### config.mk
export PLATFORM = sky130hd
export DESIGN_NAME = psh_host
export DESIGN_NICKNAME = d
export VERILOG_FILES = /design/src/pkg/psh_pkg.sv /design/src/hw/psh_host.sv
export SDC_FILE = /design/constraint.sdc
export NUM_CORES = 1
export LEC_CHECK = 0
export ABC_AREA = 1
export ABC_CLOCK_PERIOD_IN_PS = 1900
export BUFFER_PORTS_ARGS = -buffer_cell sky130_fd_sc_hd__buf_2
export CORE_ASPECT_RATIO = 2
export CORE_MARGIN = 3
export CORE_UTILIZATION = 53
export DETAILED_ROUTE_END_ITERATION = 8
export GPL_ROUTABILITY_DRIVEN = 1
export PLACE_DENSITY = 0.79
export RECOVER_POWER = 100
export SETUP_SLACK_MARGIN = 0.15
export SLEW_MARGIN = 15
export SYNTH_ARGS = -nofsm -noshare
export SYNTH_HDL_FRONTEND = slang
export SYNTH_SLANG_ARGS = --single-unit
### constraint.sdc
create_clock -name clk -period 1.9 [get_ports clk]
set_input_delay 0 -clock clk [delete_from_list [all_inputs] [get_ports clk]]
set_output_delay 0 -clock clk [all_outputs]
set_load 0.01 [all_outputs]
### src/pkg/psh_pkg.sv
`default_nettype none
package psh_pkg;
  localparam int ADDR_W = 20;
  localparam int DATA_W = 16;
  localparam int CLK_PERIOD_PS = 8000;
  // Timing figures in nanoseconds.
  localparam int READ_CYCLE_MIN_NS = 70;
  localparam int ADDR_TO_DATA_MAX_NS = 70;
  localparam int GATE_TO_DATA_MAX_NS = 35;
  localparam int RELEASE_MAX_NS = 25;
  localparam int WRITE_CYCLE_MIN_NS = 70;
  localparam int WRITE_PULSE_MIN_NS = 55;
  localparam int WRITE_DATA_SETUP_NS = 25;
  localparam int WRITE_DATA_HOLD_NS = 0;
  localparam int ADDR_SETUP_TO_WRITE_START_NS = 0;
  localparam int ADDR_HOLD_AFTER_WRITE_NS = 0;
  // Least times round up to whole cycles, never below one.
  function automatic int cyc_min(input int ns);
    int c;
    c = (ns * 1000 + CLK_PERIOD_PS - 1) / CLK_PERIOD_PS;
    return (c < 1) ? 1 : c;
  endfunction
  // Read strobe held long enough for both the cycle and address-to-data figures.
  localparam int READ_CYC = cyc_min(READ_CYCLE_MIN_NS);
  localparam int SAMPLE_CYC = cyc_min(ADDR_TO_DATA_MAX_NS);
  localparam int WPULSE_CYC = cyc_min(WRITE_PULSE_MIN_NS);
  localparam int WCYC = cyc_min(WRITE_CYCLE_MIN_NS);
  localparam int TURN_CYC = cyc_min(RELEASE_MAX_NS);
  localparam int CNT_W = 5;
endpackage
`default_nettype wire
### src/hw/psh_host.sv
`timescale 1ns/1ps
`default_nettype none
module psh_host #(
  parameter int ADDR_W = psh_pkg::ADDR_W,
  parameter int DATA_W = psh_pkg::DATA_W
) (
  input  wire logic              clk,
  input  wire logic              resetn,
  input  wire logic              ce,
  input  wire logic              req_valid,
  input  wire logic              req_write,
  input  wire logic [ADDR_W-1:0] req_addr,
  input  wire logic [DATA_W-1:0] req_wdata,
  input  wire logic [1:0]        req_lane_n,
  output logic                   req_ready,
  output logic                   rsp_valid,
  output logic [DATA_W-1:0]      rsp_rdata,
  output logic [ADDR_W-1:0]      mem_addr,
  output logic                   chip_select_n,
  output logic                   chip_select_hi,
  output logic                   write_strobe_n,
  output logic                   output_gate_n,
  output logic                   upper_lane_enable_n,
  output logic                   lower_lane_enable_n,
  input  wire logic [DATA_W-1:0] data_bus_in,
  output logic [DATA_W-1:0]      data_bus_out,
  output logic                   data_bus_oe
);
  localparam logic [psh_pkg::CNT_W-1:0] READ_LAST = psh_pkg::CNT_W'(psh_pkg::READ_CYC - 1);
  localparam logic [psh_pkg::CNT_W-1:0] SAMPLE_AT = psh_pkg::CNT_W'(psh_pkg::SAMPLE_CYC - 1);
  localparam logic [psh_pkg::CNT_W-1:0] WP_LAST = psh_pkg::CNT_W'(psh_pkg::WPULSE_CYC - 1);
  localparam logic [psh_pkg::CNT_W-1:0] WREC_LAST =
    psh_pkg::CNT_W'(psh_pkg::WCYC - psh_pkg::WPULSE_CYC);
  localparam logic [psh_pkg::CNT_W-1:0] TURN_LAST = psh_pkg::CNT_W'(psh_pkg::TURN_CYC - 1);

  initial begin
    if (ADDR_W != 20 || DATA_W != 16)
      $error("psh_host serves a 20-bit address and 16-bit data only");
    if (psh_pkg::READ_CYC >= 32 || psh_pkg::WCYC >= 32)
      $error("psh_host counter too narrow");
  end

  typedef enum logic [2:0] {PSH_IDLE, PSH_READ, PSH_WPULSE, PSH_WREC, PSH_TURN} psh_state_e;

  psh_state_e                 state, next_state;
  logic [psh_pkg::CNT_W-1:0]  cnt, next_cnt;
  logic [ADDR_W-1:0]          next_mem_addr;
  logic                       next_cs_n, next_cs_hi, next_we_n, next_oe_n, next_ub_n, next_lb_n;
  logic [DATA_W-1:0]          next_dout, next_rdata;
  logic                       next_doe, next_ready, next_rsp;
  logic [DATA_W-1:0]          din_s1, din_s2, din_s3;

  // Data pins cross from outside; three stages, value taken from the last stage.
  always_ff @(posedge clk or negedge resetn) begin
    if (!resetn) begin
      din_s1 <= 16'h0000;
      din_s2 <= 16'h0000;
      din_s3 <= 16'h0000;
    end else if (ce) begin
      din_s1 <= data_bus_in;
      din_s2 <= din_s1;
      din_s3 <= din_s2;
    end
  end

  // Sequencer for the pin strobes.
  always_comb begin
    next_state    = state;
    next_cnt      = cnt + 5'h01;
    next_mem_addr = mem_addr;
    next_cs_n     = chip_select_n;
    next_cs_hi    = chip_select_hi;
    next_we_n     = write_strobe_n;
    next_oe_n     = output_gate_n;
    next_ub_n     = upper_lane_enable_n;
    next_lb_n     = lower_lane_enable_n;
    next_dout     = data_bus_out;
    next_doe      = data_bus_oe;
    next_rdata    = rsp_rdata;
    next_rsp      = 1'b0;
    next_ready    = 1'b0;
    unique case (state)
      PSH_IDLE: begin
        next_ready = 1'b1;
        next_cnt   = 5'h00;
        if (req_valid && req_ready && req_lane_n != 2'h3) begin
          next_ready    = 1'b0;
          next_mem_addr = req_addr;
          next_cs_n     = 1'b0;
          next_cs_hi    = 1'b1;
          next_ub_n     = req_lane_n[1];
          next_lb_n     = req_lane_n[0];
          if (req_write) begin
            // Strobe, select and lanes open together; data is driven for the whole pulse.
            next_we_n  = 1'b0;
            next_oe_n  = 1'b1;
            next_dout  = req_wdata;
            next_doe   = 1'b1;
            next_state = PSH_WPULSE;
          end else begin
            next_we_n  = 1'b1;
            next_oe_n  = 1'b0;
            next_doe   = 1'b0;
            next_state = PSH_READ;
          end
        end
      end
      PSH_READ: begin
        // Sample once the bus value taken after the access time has cleared all three stages.
        // Lanes not enabled read as zero.
        if (cnt == SAMPLE_AT + 5'h03) begin
          next_rdata = {upper_lane_enable_n ? 8'h00 : din_s3[15:8],
                        lower_lane_enable_n ? 8'h00 : din_s3[7:0]};
        end
        if (cnt >= READ_LAST && cnt >= SAMPLE_AT + 5'h04) begin
          next_rsp   = 1'b1;
          next_oe_n  = 1'b1;
          next_cs_n  = 1'b1;
          next_cs_hi = 1'b0;
          next_ub_n  = 1'b1;
          next_lb_n  = 1'b1;
          next_cnt   = 5'h00;
          next_state = PSH_TURN;
        end
      end
      PSH_WPULSE: begin
        if (cnt == WP_LAST) begin
          // Strobe and select end together; data stays one more cycle, the address until the next request.
          next_we_n  = 1'b1;
          next_cs_n  = 1'b1;
          next_cs_hi = 1'b0;
          next_ub_n  = 1'b1;
          next_lb_n  = 1'b1;
          next_cnt   = 5'h00;
          next_state = PSH_WREC;
        end
      end
      PSH_WREC: begin
        next_doe = 1'b0;
        if (cnt >= WREC_LAST) begin
          next_rsp   = 1'b1;
          next_cnt   = 5'h00;
          next_state = PSH_IDLE;
        end
      end
      PSH_TURN: begin
        if (cnt >= TURN_LAST) begin
          next_cnt   = 5'h00;
          next_state = PSH_IDLE;
        end
      end
    endcase
  end

  // Registers every output of the sequencer.
  always_ff @(posedge clk or negedge resetn) begin
    if (!resetn) begin
      state               <= PSH_IDLE;
      cnt                 <= 5'h00;
      mem_addr            <= 20'h00000;
      chip_select_n       <= 1'b1;
      chip_select_hi      <= 1'b0;
      write_strobe_n      <= 1'b1;
      output_gate_n       <= 1'b1;
      upper_lane_enable_n <= 1'b1;
      lower_lane_enable_n <= 1'b1;
      data_bus_out        <= 16'h0000;
      data_bus_oe         <= 1'b0;
      rsp_rdata           <= 16'h0000;
      rsp_valid           <= 1'b0;
      req_ready           <= 1'b0;
    end else if (ce) begin
      state               <= next_state;
      cnt                 <= next_cnt;
      mem_addr            <= next_mem_addr;
      chip_select_n       <= next_cs_n;
      chip_select_hi      <= next_cs_hi;
      write_strobe_n      <= next_we_n;
      output_gate_n       <= next_oe_n;
      upper_lane_enable_n <= next_ub_n;
      lower_lane_enable_n <= next_lb_n;
      data_bus_out        <= next_dout;
      data_bus_oe         <= next_doe;
      rsp_rdata           <= next_rdata;
      rsp_valid           <= next_rsp;
      req_ready           <= next_ready;
    end
  end

  // Counts how long the output gate has stood open, for the read cycle check.
  localparam logic [psh_pkg::CNT_W-1:0] READ_MIN = psh_pkg::CNT_W'(psh_pkg::READ_CYC);
  logic [psh_pkg::CNT_W-1:0]  gate_low_cnt, next_gate_low_cnt;

  // Next value of the open-gate counter.
  always_comb begin
    next_gate_low_cnt = output_gate_n ? 5'h00 : gate_low_cnt + 5'h01;
  end

  // Registers the open-gate counter.
  always_ff @(posedge clk or negedge resetn) begin
    if (!resetn) begin
      gate_low_cnt <= 5'h00;
    end else if (ce) begin
      gate_low_cnt <= next_gate_low_cnt;
    end
  end

  // The host never drives the bus while the gate is open.
  a_no_bus_fight: assert property (@(posedge clk) disable iff (!resetn)
    !(data_bus_oe && !output_gate_n)) else $error("host drives bus while gate open");
  // Write data is driven the whole write interval.
  a_wdata_setup: assert property (@(posedge clk) disable iff (!resetn)
    (!write_strobe_n && !chip_select_n) |-> data_bus_oe) else $error("write data missing");
  // Write pulse lasts at least its least width.
  a_wpulse_width: assert property (@(posedge clk) disable iff (!resetn || !ce)
    $fell(write_strobe_n) |-> !write_strobe_n [*7]) else $error("write pulse too short");
  // Address holds steady while selected.
  a_addr_stable: assert property (@(posedge clk) disable iff (!resetn)
    (!chip_select_n && !$past(chip_select_n)) |-> $stable(mem_addr)) else $error("address moved");
  // Read strobe stays open for the whole read cycle.
  a_read_cycle: assert property (@(posedge clk) disable iff (!resetn || !ce)
    $rose(output_gate_n) |-> gate_low_cnt >= READ_MIN) else $error("read cycle too short");
  // Select and strobe end in the same cycle.
  a_end_together: assert property (@(posedge clk) disable iff (!resetn)
    $rose(write_strobe_n) |-> $rose(chip_select_n)) else $error("write end not joint");
  // At least one lane is enabled whenever selected.
  a_lane_enabled: assert property (@(posedge clk) disable iff (!resetn)
    !chip_select_n |-> !(upper_lane_enable_n && lower_lane_enable_n)) else $error("no lane");
  // Both selects move together.
  a_select_pair: assert property (@(posedge clk) disable iff (!resetn)
    chip_select_n == !chip_select_hi) else $error("selects disagree");
  // A read completes with a response exactly 13 cycles after the gate opens.
  a_read_answer: assert property (@(posedge clk) disable iff (!resetn || !ce)
    $fell(output_gate_n) |-> ##13 rsp_valid) else $error("read answer late");
endmodule // psh_host
`default_nettype wire

Word-level counts from Yosys, hierarchy flattened:

Cells that the tools add are included.

* bits in registers: 117
* output and inout port bits: 61
* logic and storage cells: 88
* input port bits: 59

* add/sub/neg operators: 1
* muxes and demuxes: 38
* eq/ne operators: 12
* magnitude comparators: 4
* reductions and logical operators: 16

Operator list (count)
* 5-bit one-hot mux with 5 select lines: 1
* 5-bit two-way mux: 4
* 1-bit two-way mux: 16
* 8-bit two-way mux: 2
* 3-bit two-way mux: 5
* 3-bit one-hot mux with 5 select lines: 1
* 2-bit inequality test (second input constant): 6
* 1-bit one-hot mux with 3 select lines: 4
* 4-bit AND reduction: 3
* 5-bit by 2-bit >= comparator with 1-bit output (second input constant): 2
* 5-bit by 4-bit >= comparator with 1-bit output (second input constant): 2
* 3-bit AND reduction: 3
* 1-bit one-hot mux with 2 select lines: 4
* 3-bit by 2-bit equality test with 1-bit output (second input constant): 2
* 6-bit AND reduction: 1
* 2-bit nonzero test: 3
* 5-bit by 1-bit adder with 5-bit output (second input constant): 1
* 5-bit by 3-bit equality test with 1-bit output (second input constant): 1
* 5-bit by 4-bit equality test with 1-bit output (second input constant): 1
* 5-bit AND reduction: 1
* 3-bit by 1-bit equality test with 1-bit output (second input constant): 1
* 3-bit equality test (second input constant): 1
* 1-bit logical AND: 3
* 3-bit logical NOT: 1
* other kinds (2): 2

Logic depth before layout (Yosys ltp):

Gate-level depths: netlist (run 1).

* depth after elaboration: 4
* depth in mapped cells: 9
* gate-level depth less buffers: 9

Least setup slack after synthesis (run 1):

Ideal clock, no wire load.

* kind: register -> register
* start point: register cnt[0] (netlist bit)
* end point: register state[0]
* period minus slack after synthesis: 1.407 ns
* library setup time: 0.118 ns
* arrival: 1.290 ns
* buffers on the path: 0
* required time: 1.782 ns
* slack: 0.493 ns
* stages on the path, launching flop included: 10
* path through: dfrtp_1 > inv_1 > ha_1 > nand2_1 > nor2_1 > nor2_1 > nor2_2 > nand3_1 > nand2_1 > nand2_1

* word-level cells in the longest chain between the ends: 4
* elaborated cells on any way between the ends: 11
* classes of those cells: order compare (4); eq/ne (5); reduce/logical (2)

Ends and longest elaborated chain
* from (decl): RTL line psh_host.sv:46 `logic [psh_pkg::CNT_W-1:0] cnt, next_cnt;`
* from (signal assigned): RTL line psh_host.sv:174 `cnt <= next_cnt;`
* 5-bit by 4-bit >= comparator with 1-bit output: RTL line psh_host.sv:115 `if (cnt >= READ_LAST && cnt >= SAMPLE_AT + 5'h04) begin`
* 1-bit logical AND: RTL line psh_host.sv:115
* 2-bit inequality test (no line)
* 6-bit AND reduction (no line) (*)
* to (signal assigned): RTL line psh_host.sv:173 `state <= next_state;`
* to (decl): RTL line psh_host.sv:45 `psh_state_e state, next_state;`

Every way passes the cells marked *; elsewhere a longest branch is shown, timed or not.
A chain may end at the register's enable or synchronous reset.

Worst setup path in the final report (run 1):

* start point: register state[2]
* end point: register data_bus_out[4]

* word-level cells in the longest chain between the ends: 2

Ends and longest elaborated chain
* 3-bit logical NOT: RTL line psh_host.sv:82 `unique case (state)`
* 4-bit AND reduction (no line)
* to (signal assigned): RTL line psh_host.sv:182 `data_bus_out <= next_dout;`
* to (decl): RTL line psh_host.sv:26 `output logic [DATA_W-1:0] data_bus_out,`

No other way between the ends.

==> results.env, run 1 <==
RUN_STATUS='complete, no violations'
CORE_AREA_UM2=8830
H-TREE-DEPTH=4
GRT_USE_MET3_PCT=8.01
MAPPEDNETLISTAREA_UM2=4880
BOUNDARYPINS=120
P_PER_AREA_nW_PER_UM2=1340
VIAS_PER_CELL=5.13
GRT_START_MAX_NET_PINS=65
SYNTHTOPCELLSBYAREA='sky130_fd_sc_hd__dfrtp_1, sky130_fd_sc_hd__nand2_1, sky130_fd_sc_hd__o21ai_0, sky130_fd_sc_hd__dfstp_2, sky130_fd_sc_hd__inv_1'
DIE_WIDTH_UM=73.9
CRITICAL_PATH.TOP_DELAY_FAMILY='simple AND/OR/NAND/NOR gates'
GRT_ANTENNA_BEFORE_REPAIR=0
ROUTE.FINAL.WIRE_LENGTH_MM=13.1
GROUTE.LAYER.MET1.USAGE_PCT=29.0
YS_SEQ_ELEMENTS=117
CLOCKPOWERSHARE_PCT=36.7
LAYOUT_MIN_CYCLE_TIME_NS=1.64
TIGHTESTPINTRANSITION_NS=1.17
CTS.CLK_SLEW.WORST_PATHS_NS=0.06
INSERTION_DELAY_NS=0.42
FINALWEIGHTEDCONGESTION=0.852
INITIALDRTVIOLATIONCOUNT=202
FINAL-HOLD-VIOLATION-COUNT=0
CLOCK_TREE.ROOT_CELL='sky130_fd_sc_hd__clkbuf_16'
POST_LAYOUT_NETS=826
MOST-COMMON-LAYOUT-CELLS='sky130_fd_sc_hd__nand2_1, sky130_fd_sc_hd__dfrtp_1, sky130_fd_sc_hd__clkbuf_1'
GLOBALROUTETOTALUTIL_PCT=26.8
SYN-MEAN-INSTANCE-AREA_UM2=8.44
GRT_OVERFLOW_TOTAL=0
INITIAL_CORE_UTIL_PCT=55.3
SYNTH_LARGEST_TYPE_AREA_FRACTION_PCT=57.4
SYNTHTOLAYOUTAREAGROWTH_PCT=37.4
COMB_POWER_SHARE_PCT=23.9
GRT_FIRST_PASS_WIRELENGTH_MM=21.6
CP-END-KIND='register'
SYNTH_CELL_TYPES=24
GRT.BUSIEST_LAYER='met2'
DATA_ARRIVAL_CRITICAL_PATH_NS=1.98
FIRST_PASS_ITERS=7
SYN_INST=578
SYN-NUM-NETS=640
FIN_WORST_HOLD_SLACK_NS=0.194
YOSYSWARNINGCOUNT=0
CRITICAL_PATH_CLASS='reg2reg'
DIEAREA_UM2=10500
MIN-DELAY-PATH-CLASS='in2reg'
CRITPATHMOSTFREQUENTCELL='sky130_fd_sc_hd__nand2_1'
ANT_NETS=0
SW_FRAC_OF_TOTAL_PCT=33.2
MET2_USAGE_PCT=46.2
REPORT.FINAL.SETUP_VIOL=0
CTS_MAX_PATH_BUFFERS=2
YS_SEQ_AREA_SHARE_PCT=60.1
NUM_VIAS=4498
NUMCLOCKSINKS=117
CTS_TREE='yes'
DIE_H_UM=142
TOTAL_LEAKAGE_POWER_nW=3.51
POST_ROUTE_CELLS_DRIVE_ABOVE_1_SHARE_PCT=16.9
POWER.NET_SWITCHING_mW=2.99
CORE_ROWS=48
P_INT_mW=6.02
CTS_BUFFER_COUNT=17
FINALPOWER_mW=9.01
MAX_SLEW_MARGIN_PCT=22.1
FIRST_GLOBAL_VIAS=4727
MAX-VDD-IR-DROP_mV=0.908
SETUP_TOTAL_NEGATIVE_SLACK_NS=0
SLEW_VIOL_FINAL=0
REQUIRED_NS=2.25
REMAINING_DRC_ERRORS=0
NUMPORTBUFFERS=119
WORSTPATHCELLLIST='nor2_1, nand2_1, nor3_4, buf_4, nand2_4, inv_4, nand2_1, nand2_1'
N_ANTENNA_CELL=0
LAYOUT_COMMONEST_CELL='sky130_fd_sc_hd__nand2_1'
CP_SLOWEST_CELL='sky130_fd_sc_hd__dfrtp_1'
CRITICAL_PATH.STARTPOINT_TYPE='register'
GRT_SETUP_UNREPAIRED='false'
PWR-SHARE-SEQ_PCT=39.5
NETLIST.TOP_CELL.BY_AREA='sky130_fd_sc_hd__dfrtp_1'
CRITPATHBUFINV=2
ROUTED_WIRE_LENGTH_PER_INSTANCE_UM=14.9
MAX_FREQ_MHz=610
FINAL.PERIOD_UTILIZATION_PCT=86.2
CRIT_PATH_MAX_FANOUT=17
HPWL_MM=7.63
DRV_CAP=0
TIMING.CLOCK.SKEW_NS=0.00946
CPPEAKSTAGEDELAY_NS=0.43
-- kinds of logic (layout without fill, tap and decap cells) --
logic type	count (synthesis)	after routing	synth area share, %
simple gates	354	354	29.3
flops	117	117	60.1
buf+inv	58	257	4.85
compound gates	44	44	4.64
fa+ha+maj	3	3	0.769
xor+xnor	2	2	0.359
-- state kept, by name (all words and copies together), names as in the netlist, 3 cells and up --
| name | count |
|---|---|
| rsp_rdata | 16 |
| din_s2 | 16 |
| state | 3 |
| din_s3 | 16 |
| cnt | 5 |
| mem_addr | 20 |
| din_s1 | 16 |
| data_bus_out | 16 |
-- routing by layer --
| layer | share of wire, % | vias to the layer above | routed length, um |
|---|---|---|---|
| li1 | - | 2148 | - |
| met1 | 37 | 2123 | 4860 |
| met2 | 53 | 176 | 6950 |
| met3 | 5.7 | 51 | 739 |
| met4 | 4.0 | 0 | 528 |
| met5 | 0 | - | 0 |
-- layout make-up --
type                       count  area (um^2)
fill                         633         2120
tap                          100          125
clock inverter                14          174
multi-input combinational    403         1710
clock buffer                  18          439
timing repair buffer         188         1170
inverter                      36          139
timing repair inverter         1         7.51
sequential                   117         2930
-- cell usage after synthesis, drive strengths merged --
cell	n
clkbuf	11
dfrtp	112
o211ai	1
inv	35
nand2	289
nand3b	1
clkinv	1
a21oi	4
ha	3
xor2	2
or2	18
dfstp	5
buf	11
nand3	21
nor3	2
nor2	23
o21ai	39
-- worst paths after layout --
path                                             from                     endpoint  slack, ns  depth (start not counted)
worst max-delay path             state[2]$_DFFE_PN0P_  data_bus_out[4]$_DFFE_PN0P_       0.26                          8
worst min-delay path                        req_valid        req_ready$_DFFE_PN0P_       0.19                          4
worst max register to register   state[2]$_DFFE_PN0P_  data_bus_out[4]$_DFFE_PN0P_       0.26                          8
worst min register to register  din_s1[3]$_DFFE_PN0P_        din_s2[3]$_DFFE_PN0P_       0.47                          2
max in group asynchronous                      resetn           cnt[2]$_DFFE_PN0P_       0.55                          3
min in group asynchronous                      resetn       din_s2[14]$_DFFE_PN0P_       0.42                          3
-- power groups by stage --
stage	sequential, mW	clock (mW)	combinational, mW
floorplan	3.71	0	1.03
global placement	3.53	0	2.06
detailed placement	3.54	0	2.11
CTS	3.53	3.31	2.21
global route	3.62	3.43	2.43
finish	3.55	3.30	2.15
-- worst register-to-register path, delay by kind of cell, from the launching register on --
family                 cells  cell delay, ns
and+or+nand+nor            6            0.78
buffers and inverters      2            0.37
DFF                        1            0.43
-- stage by stage --
| step | util [%] | area, um^2 | instances | setup WS [ns] |
|---|---|---|---|---|
| after global routing | 76.0 | 6710 | 877 | 0.0896 |
| after CTS | 76.7 | 6770 | 873 | 0.193 |
| after global placement | 63.2 | 5580 | 783 | 0.321 |
| after floorplan | - | 4880 | 578 | 0.493 |
| final | 76.0 | 6710 | 877 | 0.262 |
| after detailed placement | 63.2 | 5580 | 783 | 0.216 |
-- what timing repair did --
item	in CTS	in global routing
setup buffers	0	3
setup endpoints to repair	0	43
gates resized for setup	0	5
hold endpoints to repair	176	0
hold buffers	58	0
Note: power is estimated with default switching activity, not from simulation.
==> run 2, diff against run 1 <==
- ABC_CLOCK_PERIOD_IN_PS: 1900 -> 1700
- clock period: 1.9 -> 1.7 ns (I/O delays scaled with it)
==> results.env, run 2 (same netlist as run 1, synthesis figures left out) <==
DRV_CAP=0
GRT_FIRST_PASS_WIRELENGTH_MM=21.7
DIE_H_UM=142
CTS_BUFFER_COUNT=17
COMB_POWER_SHARE_PCT=26.4
NUMPORTBUFFERS=119
CTS_MAX_PATH_BUFFERS=2
SYNTHTOLAYOUTAREAGROWTH_PCT=39.5
DATA_ARRIVAL_CRITICAL_PATH_NS=1.86
MAX_FREQ_MHz=640
ROUTED_WIRE_LENGTH_PER_INSTANCE_UM=15.9
P_PER_AREA_nW_PER_UM2=1480
CRIT_PATH_MAX_FANOUT=5
DIEAREA_UM2=10500
REPORT.FINAL.SETUP_VIOL=0
GRT_START_MAX_NET_PINS=65
CORE_ROWS=48
CORE_AREA_UM2=8830
ANT_NETS=0
ROUTE.FINAL.WIRE_LENGTH_MM=14.0
TOTAL_LEAKAGE_POWER_nW=3.52
SW_FRAC_OF_TOTAL_PCT=35.1
R2R_SLACK_NS=0.14
PWR-SHARE-SEQ_PCT=40.0
FIRST_PASS_ITERS=7
CRITICAL_PATH_CLASS='reg2reg'
N_ANTENNA_CELL=0
MAX_SLEW_MARGIN_PCT=37.3
GRT_SETUP_UNREPAIRED='true'
FLIP_FLOP_COUNT_OF_THE_LARGEST_REGISTER_AFTER_LAYOUT=20
CTS.CLK_SLEW.WORST_PATHS_NS=0.06
FIN_WORST_HOLD_SLACK_NS=0.0433
MULTIINPUTGATEAREA_UM2=1790
LAYOUT.CELL_AREA.NON_FILLER_UM2=6810
FINAL.PERIOD_UTILIZATION_PCT=92.0
GRT_ANTENNA_BEFORE_REPAIR=0
FINALWEIGHTEDCONGESTION=0.906
FINAL-HOLD-VIOLATION-COUNT=0
DPL_WORST_SLACK_NS=0.0134
CTS_TREE='yes'
TIMING.CLOCK.SKEW_NS=0.00720
NUM_VIAS=4580
SLEW_VIOL_FINAL=0
POWER.NET_SWITCHING_mW=3.54
CRITICAL_PATH.STARTPOINT_TYPE='register'
GRT_OVERFLOW_TOTAL=0
SETUP_SLACK_NS=0.137
SEQUENTIAL_CELL_AREA_UM2=2940
LAYOUT_MIN_CYCLE_TIME_NS=1.56
H-TREE-DEPTH=4
FIRST_GLOBAL_VIAS=4666
HPWL_MM=7.60
INSERTION_DELAY_NS=0.41
POST_LAYOUT_NETS=830
LAYOUT_COMMONEST_CELL='sky130_fd_sc_hd__nand2_1'
RUN_STATUS='complete, no violations'
NUMCLOCKSINKS=117
REMAINING_DRC_ERRORS=0
BOUNDARYPINS=120
GLOBALROUTETOTALUTIL_PCT=27.1
MIN-DELAY-PATH-CLASS='in2reg'
MAX-VDD-IR-DROP_mV=1.13
CLOCK_TREE.ROOT_CELL='sky130_fd_sc_hd__clkbuf_16'
REQUIRED_NS=1.99
DIE_WIDTH_UM=73.9
P_INT_mW=6.55
MOST-COMMON-LAYOUT-CELLS='sky130_fd_sc_hd__nand2_1, sky130_fd_sc_hd__dfrtp_1, sky130_fd_sc_hd__clkbuf_1'
CLOCKPOWERSHARE_PCT=33.6
TIGHTESTPINTRANSITION_NS=0.940
REGISTERS.TOP_BY_FF_COUNT='mem_addr'
DPL-INSTANCE-AREA_UM2=5570
VIAS_PER_CELL=5.20
CP-END-KIND='register'
FINAL.FILL_COUNT=611
POST_ROUTE_CELLS_DRIVE_ABOVE_1_SHARE_PCT=20.6
SETUP_TOTAL_NEGATIVE_SLACK_NS=0
INITIALDRTVIOLATIONCOUNT=348
INITIAL_CORE_UTIL_PCT=55.3
## run 2: cell count changes in the layout (fill, tap and decap cells not counted), moves of 2 or more
cell | before | now
sky130_fd_sc_hd__nor2_1 | 22 | 18
sky130_fd_sc_hd__nand2_1 | 288 | 276
sky130_fd_sc_hd__dfrtp_2 | 0 | 5
sky130_fd_sc_hd__clkbuf_2 | 4 | 2
sky130_fd_sc_hd__bufinv_16 | 3 | 1
sky130_fd_sc_hd__nor2_2 | 0 | 3
sky130_fd_sc_hd__nand2_4 | 1 | 3
sky130_fd_sc_hd__clkinv_4 | 1 | 4
sky130_fd_sc_hd__dlygate4sd3_1 | 58 | 56
sky130_fd_sc_hd__dfrtp_1 | 112 | 107
sky130_fd_sc_hd__buf_6 | 0 | 4
sky130_fd_sc_hd__nand2_2 | 0 | 10
sky130_fd_sc_hd__buf_4 | 7 | 9
## run 2: stage by stage
| step | total power, mW | util, % | cells |
|---|---|---|---|
| finish | 10.1 | 77.1 | 881 |
| global route | 10.6 | 77.1 | 881 |
| CTS | 9.91 | 76.6 | 876 |
| detailed placement | 6.32 | 63.1 | 782 |
| global placement | 6.22 | 63.1 | 782 |
| floorplan | 5.30 | - | 578 |
## run 2: worst max-delay path: stages, from the launching register on
cell and delay, ns:
sky130_fd_sc_hd__dfrtp_1 0.41, sky130_fd_sc_hd__nand3_2 0.19, sky130_fd_sc_hd__nor3_4 0.31, sky130_fd_sc_hd__buf_6 0.16, sky130_fd_sc_hd__clkinvlp_2 0.19, sky130_fd_sc_hd__nand2_1 0.12, sky130_fd_sc_hd__nand2_1 0.07
## run 2: layout make-up
cell class              instances  share of cell area, %
repair buffers                191                   18.0
clock buffers                  18                   6.45
flip-flops and latches        117                   43.2
well taps                     100                   1.84
repair inverters                2                  0.184
clock inverters                14                   1.87
inverters                      36                   2.11
multi-input cells             403                   26.4
## run 2: power groups by stage
stage	Clock [mW]	Sequential (mW)	Combinational, mW
2_1_floorplan	0	4.15	1.15
3_5_place_dp	0	3.98	2.35
3_3_place_gp	0	3.95	2.27
5_1_grt	3.55	4.09	2.94
4_1_cts	3.41	3.96	2.54
6_report	3.39	4.03	2.66
## run 2: path summary, 6_finish.rpt
path	start	endpoint	cells after the start
min	req_write	state[1]$_DFFE_PN0P_	5
min reg2reg	chip_select_n$_DFFE_PN1P_	chip_select_n$_DFFE_PN1P_	2
max reg2reg	req_ready$_DFFE_PN0P_	mem_addr[8]$_DFFE_PN0P_	6
max	req_ready$_DFFE_PN0P_	mem_addr[8]$_DFFE_PN0P_	6
min in group asynchronous	resetn	din_s3[13]$_DFFE_PN0P_	2
max in group asynchronous	resetn	din_s1[13]$_DFFE_PN0P_	3
## run 2: routing by layer
metal  up-vias  global-route usage [%]  wire (um)
met5         -                       0          0
li1       2158                       -          -
met1      2169                    29.9       5010
met4         0                    13.2        620
met2       195                    47.1       7570
met3        58                    6.67        762
## run 2: repair_timing
| item | CTS | global route |
|---|---|---|
| gates cloned | 1 | 1 |
| gates resized for setup | 9 | 41 |
| buffers inserted | 5 | 4 |
| hold buffers | 56 | 0 |
| setup endpoints to repair | 49 | 65 |
| hold endpoints to repair | 146 | 0 |
| pin swaps | 1 | 11 |
==> run 3, diff against run 2 <==
--- a/config.mk
+++ b/config.mk
@@ -17,5 +17,5 @@
 export RECOVER_POWER = 100
 export SETUP_SLACK_MARGIN = 0.15
-export SLEW_MARGIN = 15
+export SLEW_MARGIN = 10
 export SYNTH_ARGS = -nofsm -noshare
 export SYNTH_HDL_FRONTEND = slang
==> constraint.sdc (replaced) <==
create_clock -name clk -period 1.7 [get_ports clk]
set_input_delay 0.34 -clock clk [delete_from_list [all_inputs] [get_ports clk]]
set_output_delay 0.34 -clock clk [all_outputs]
set_load 0.01 [all_outputs]
==> results.env, run 3 (same netlist as run 1, synthesis figures left out) <==
ANT_NETS=0
REPORT.FINAL.SETUP_VIOL=0
FINAL.PERIOD_UTILIZATION_PCT=95.9
P_PER_AREA_nW_PER_UM2=1600
REQUIRED_NS=2.04
WORST_HOLD_PATH.ENDPOINT='data_bus_out[8]$_DFFE_PN0P_'
MAX_SLEW_MARGIN_PCT=28.8
MAX-VDD-IR-DROP_mV=1.16
GLOBALROUTETOTALUTIL_PCT=23.7
NUM_VIAS=4291
DPL.CELL_COUNT=785
TIMING.CLOCK.SKEW_NS=0.00904
NUMCLOCKSINKS=117
R2R_SLACK_NS=0.07
CORE_AREA_UM2=8830
CTS.CLK_SLEW.WORST_PATHS_NS=0.06
DIEAREA_UM2=10500
HOLD_DEPTH=3
GRT_SETUP_UNREPAIRED='true'
FINAL-HOLD-VIOLATION-COUNT=0
N_ANTENNA_CELL=0
MAX_FREQ_MHz=613
HPWL_MM=7.64
GRT_OVERFLOW_TOTAL=0
LAYOUT.CELL_AREA.NON_FILLER_UM2=6360
CTS_BUFFER_COUNT=17
INSERTION_DELAY_NS=0.41
CRIT_PATH_MAX_FANOUT=5
FINAL.FILL_COUNT=670
DIE_H_UM=142
SETUP_SLACK_NS=0.0699
DPL-INSTANCE-AREA_UM2=5600
REG2REG_DEPTH=7
SYNTHTOLAYOUTAREAGROWTH_PCT=30.3
MOST-COMMON-LAYOUT-CELLS='sky130_fd_sc_hd__nand2_1, sky130_fd_sc_hd__dfrtp_1, sky130_fd_sc_hd__clkbuf_1'
CP-END-KIND='register'
DPL_WORST_SLACK_NS=-0.0246
ROUTE.FINAL.WIRE_LENGTH_MM=11.9
P_INT_mW=6.81
TIGHTESTPINTRANSITION_NS=1.07
CTS_TREE='yes'
POST_LAYOUT_NETS=785
FLIP_FLOP_COUNT_OF_THE_LARGEST_REGISTER_AFTER_LAYOUT=20
POWER.NET_SWITCHING_mW=3.39
GRT_START_MAX_NET_PINS=65
GRT_ANTENNA_BEFORE_REPAIR=0
VIAS_PER_CELL=5.13
FINALWEIGHTEDCONGESTION=0.854
DIE_WIDTH_UM=73.9
REGISTERS.TOP_BY_FF_COUNT='mem_addr'
MULTIINPUTGATEAREA_UM2=1790
BOUNDARYPINS=120
PWR-SHARE-SEQ_PCT=39.1
CORE_ROWS=48
COMB_POWER_SHARE_PCT=26.1
INITIALDRTVIOLATIONCOUNT=237
POST_LAYOUT_NONFILLER_INSTANCES=836
DRV_CAP=0
FIRST_PASS_ITERS=5
CRIT-REG2REG-CAPTURE='output_gate_n$_DFFE_PN1P_'
LAYOUT_MIN_CYCLE_TIME_NS=1.63
FINALPOWER_mW=10.2
H-TREE-DEPTH=4
TOTAL_LEAKAGE_POWER_nW=3.36
RUN_STATUS='complete, no violations'
LAUNCH_INSTANCE_OF_THE_WORST_MIN_DELAY_PATH='req_wdata[8]'
CTS_MAX_PATH_BUFFERS=2
FIRST_GLOBAL_VIAS=4293
INITIAL_CORE_UTIL_PCT=55.3
CRITICAL_PATH_CLASS='reg2reg'
LAUNCH_INSTANCE_OF_THE_WORST_REGISTER_TO_REGISTER_PATH='state[2]$_DFFE_PN0P_'
ROUTED_WIRE_LENGTH_PER_INSTANCE_UM=14.3
MIN-DELAY-PATH-CLASS='in2reg'
GRT_FIRST_PASS_WIRELENGTH_MM=19.0
SEQUENTIAL_CELL_AREA_UM2=2940
CLOCKPOWERSHARE_PCT=34.8
LAYOUT_COMMONEST_CELL='sky130_fd_sc_hd__nand2_1'
CLOCK_TREE.ROOT_CELL='sky130_fd_sc_hd__clkbuf_16'
REMAINING_DRC_ERRORS=0
DATA_ARRIVAL_CRITICAL_PATH_NS=1.97
NUMPORTBUFFERS=119
SW_FRAC_OF_TOTAL_PCT=33.2
CRITICAL_PATH.STARTPOINT_TYPE='register'
SLEW_VIOL_FINAL=0
POST_ROUTE_CELLS_DRIVE_ABOVE_1_SHARE_PCT=22.8
## run 3: cell count changes in the layout (fill, tap and decap cells not counted), moves of 3 or more
| cell | delta |
|---|---|
| sky130_fd_sc_hd__buf_4 | +6 |
| sky130_fd_sc_hd__nand2_1 | +6 |
| sky130_fd_sc_hd__dlygate4sd3_1 | -55 |
| sky130_fd_sc_hd__nand2_2 | -5 |
| sky130_fd_sc_hd__nand3_2 | +3 |
| sky130_fd_sc_hd__nand3_1 | -3 |
| sky130_fd_sc_hd__clkbuf_2 | +3 |
## run 3: routing by layer
| metal | wire length, um | global-route usage [%] | share of wire (%) |
|---|---|---|---|
| met1 | 4290 | 26.0 | 36 |
| met5 | 0 | 0 | 0 |
| met4 | 511 | 13.3 | 4.3 |
| met2 | 6310 | 40.0 | 53 |
| met3 | 807 | 6.52 | 6.8 |
## run 3: repair_timing
action | CTS | global route
hold buffers | 1 | 0
endpoints found under the setup margin | 48 | 68
cloned | 1 | 1
pin swaps | 1 | 6
hold endpoints to repair | 30 | 0
gates resized for setup | 6 | 33
setup buffers | 7 | 9
## run 3: power groups by stage
stage	logic [mW]	registers, mW	clock network, mW
floorplan	1.15	4.15	0
global placement	2.28	3.94	0
detailed placement	2.37	3.97	0
CTS	2.52	3.94	3.60
global route	2.97	4.06	3.72
finish	2.66	3.99	3.55
## run 3: worst max-delay path by stage
stage | startpoint | end | slack, ns | depth (start not counted)
2_1_floorplan | cnt[0]$_DFFE_PN0P_ | state[0]$_DFFE_PN0P_ | 0.29 | 9
3_3_place_gp | req_lane_n[0] | data_bus_out[8]$_DFFE_PN0P_ | 0.08 | 8
3_5_place_dp | req_lane_n[0] | data_bus_out[1]$_DFFE_PN0P_ | -0.02 | 8
4_1_cts | state[0]$_DFFE_PN0P_ | data_bus_out[1]$_DFFE_PN0P_ | 0.09 | 7
5_1_grt | state[2]$_DFFE_PN0P_ | state[1]$_DFFE_PN0P_ | 0.01 | 9
6_report | state[2]$_DFFE_PN0P_ | output_gate_n$_DFFE_PN1P_ | 0.07 | 7
## run 3: worst max-delay path: stages, from the launching register on
cell,delay (ns)
sky130_fd_sc_hd__dfrtp_1,0.41
sky130_fd_sc_hd__clkbuf_2,0.16
sky130_fd_sc_hd__inv_1,0.15
sky130_fd_sc_hd__nand3_2,0.18
sky130_fd_sc_hd__nor2_1,0.35
sky130_fd_sc_hd__nand2_1,0.16
sky130_fd_sc_hd__nand3_2,0.10
sky130_fd_sc_hd__nand2_1,0.05
## run 3: stage by stage
| stage | utilization (%) | TNS, ns | hold slack [ns] |
|---|---|---|---|
| after global routing | 72.0 | 0 | 0.130 |
| after floorplan | - | 0 | 0.0444 |
| final | 72.0 | 0 | 0.125 |
| after CTS | 71.2 | 0 | 0.109 |
| after detailed placement | 63.5 | -0.0400 | 0.311 |
| after global placement | 63.5 | 0 | 0.300 |
## run 3: area by class of cell
class,instances,share of cell area [%]
Clock buffer,22,7.46
Clock inverter,10,1.89
Inverter,36,2.26
Multi-Input combinational cell,403,28.2
Sequential cell,117,46.2
Tap cell,100,1.97
Timing Repair Buffer,146,11.8
Timing Repair inverter,2,0.236
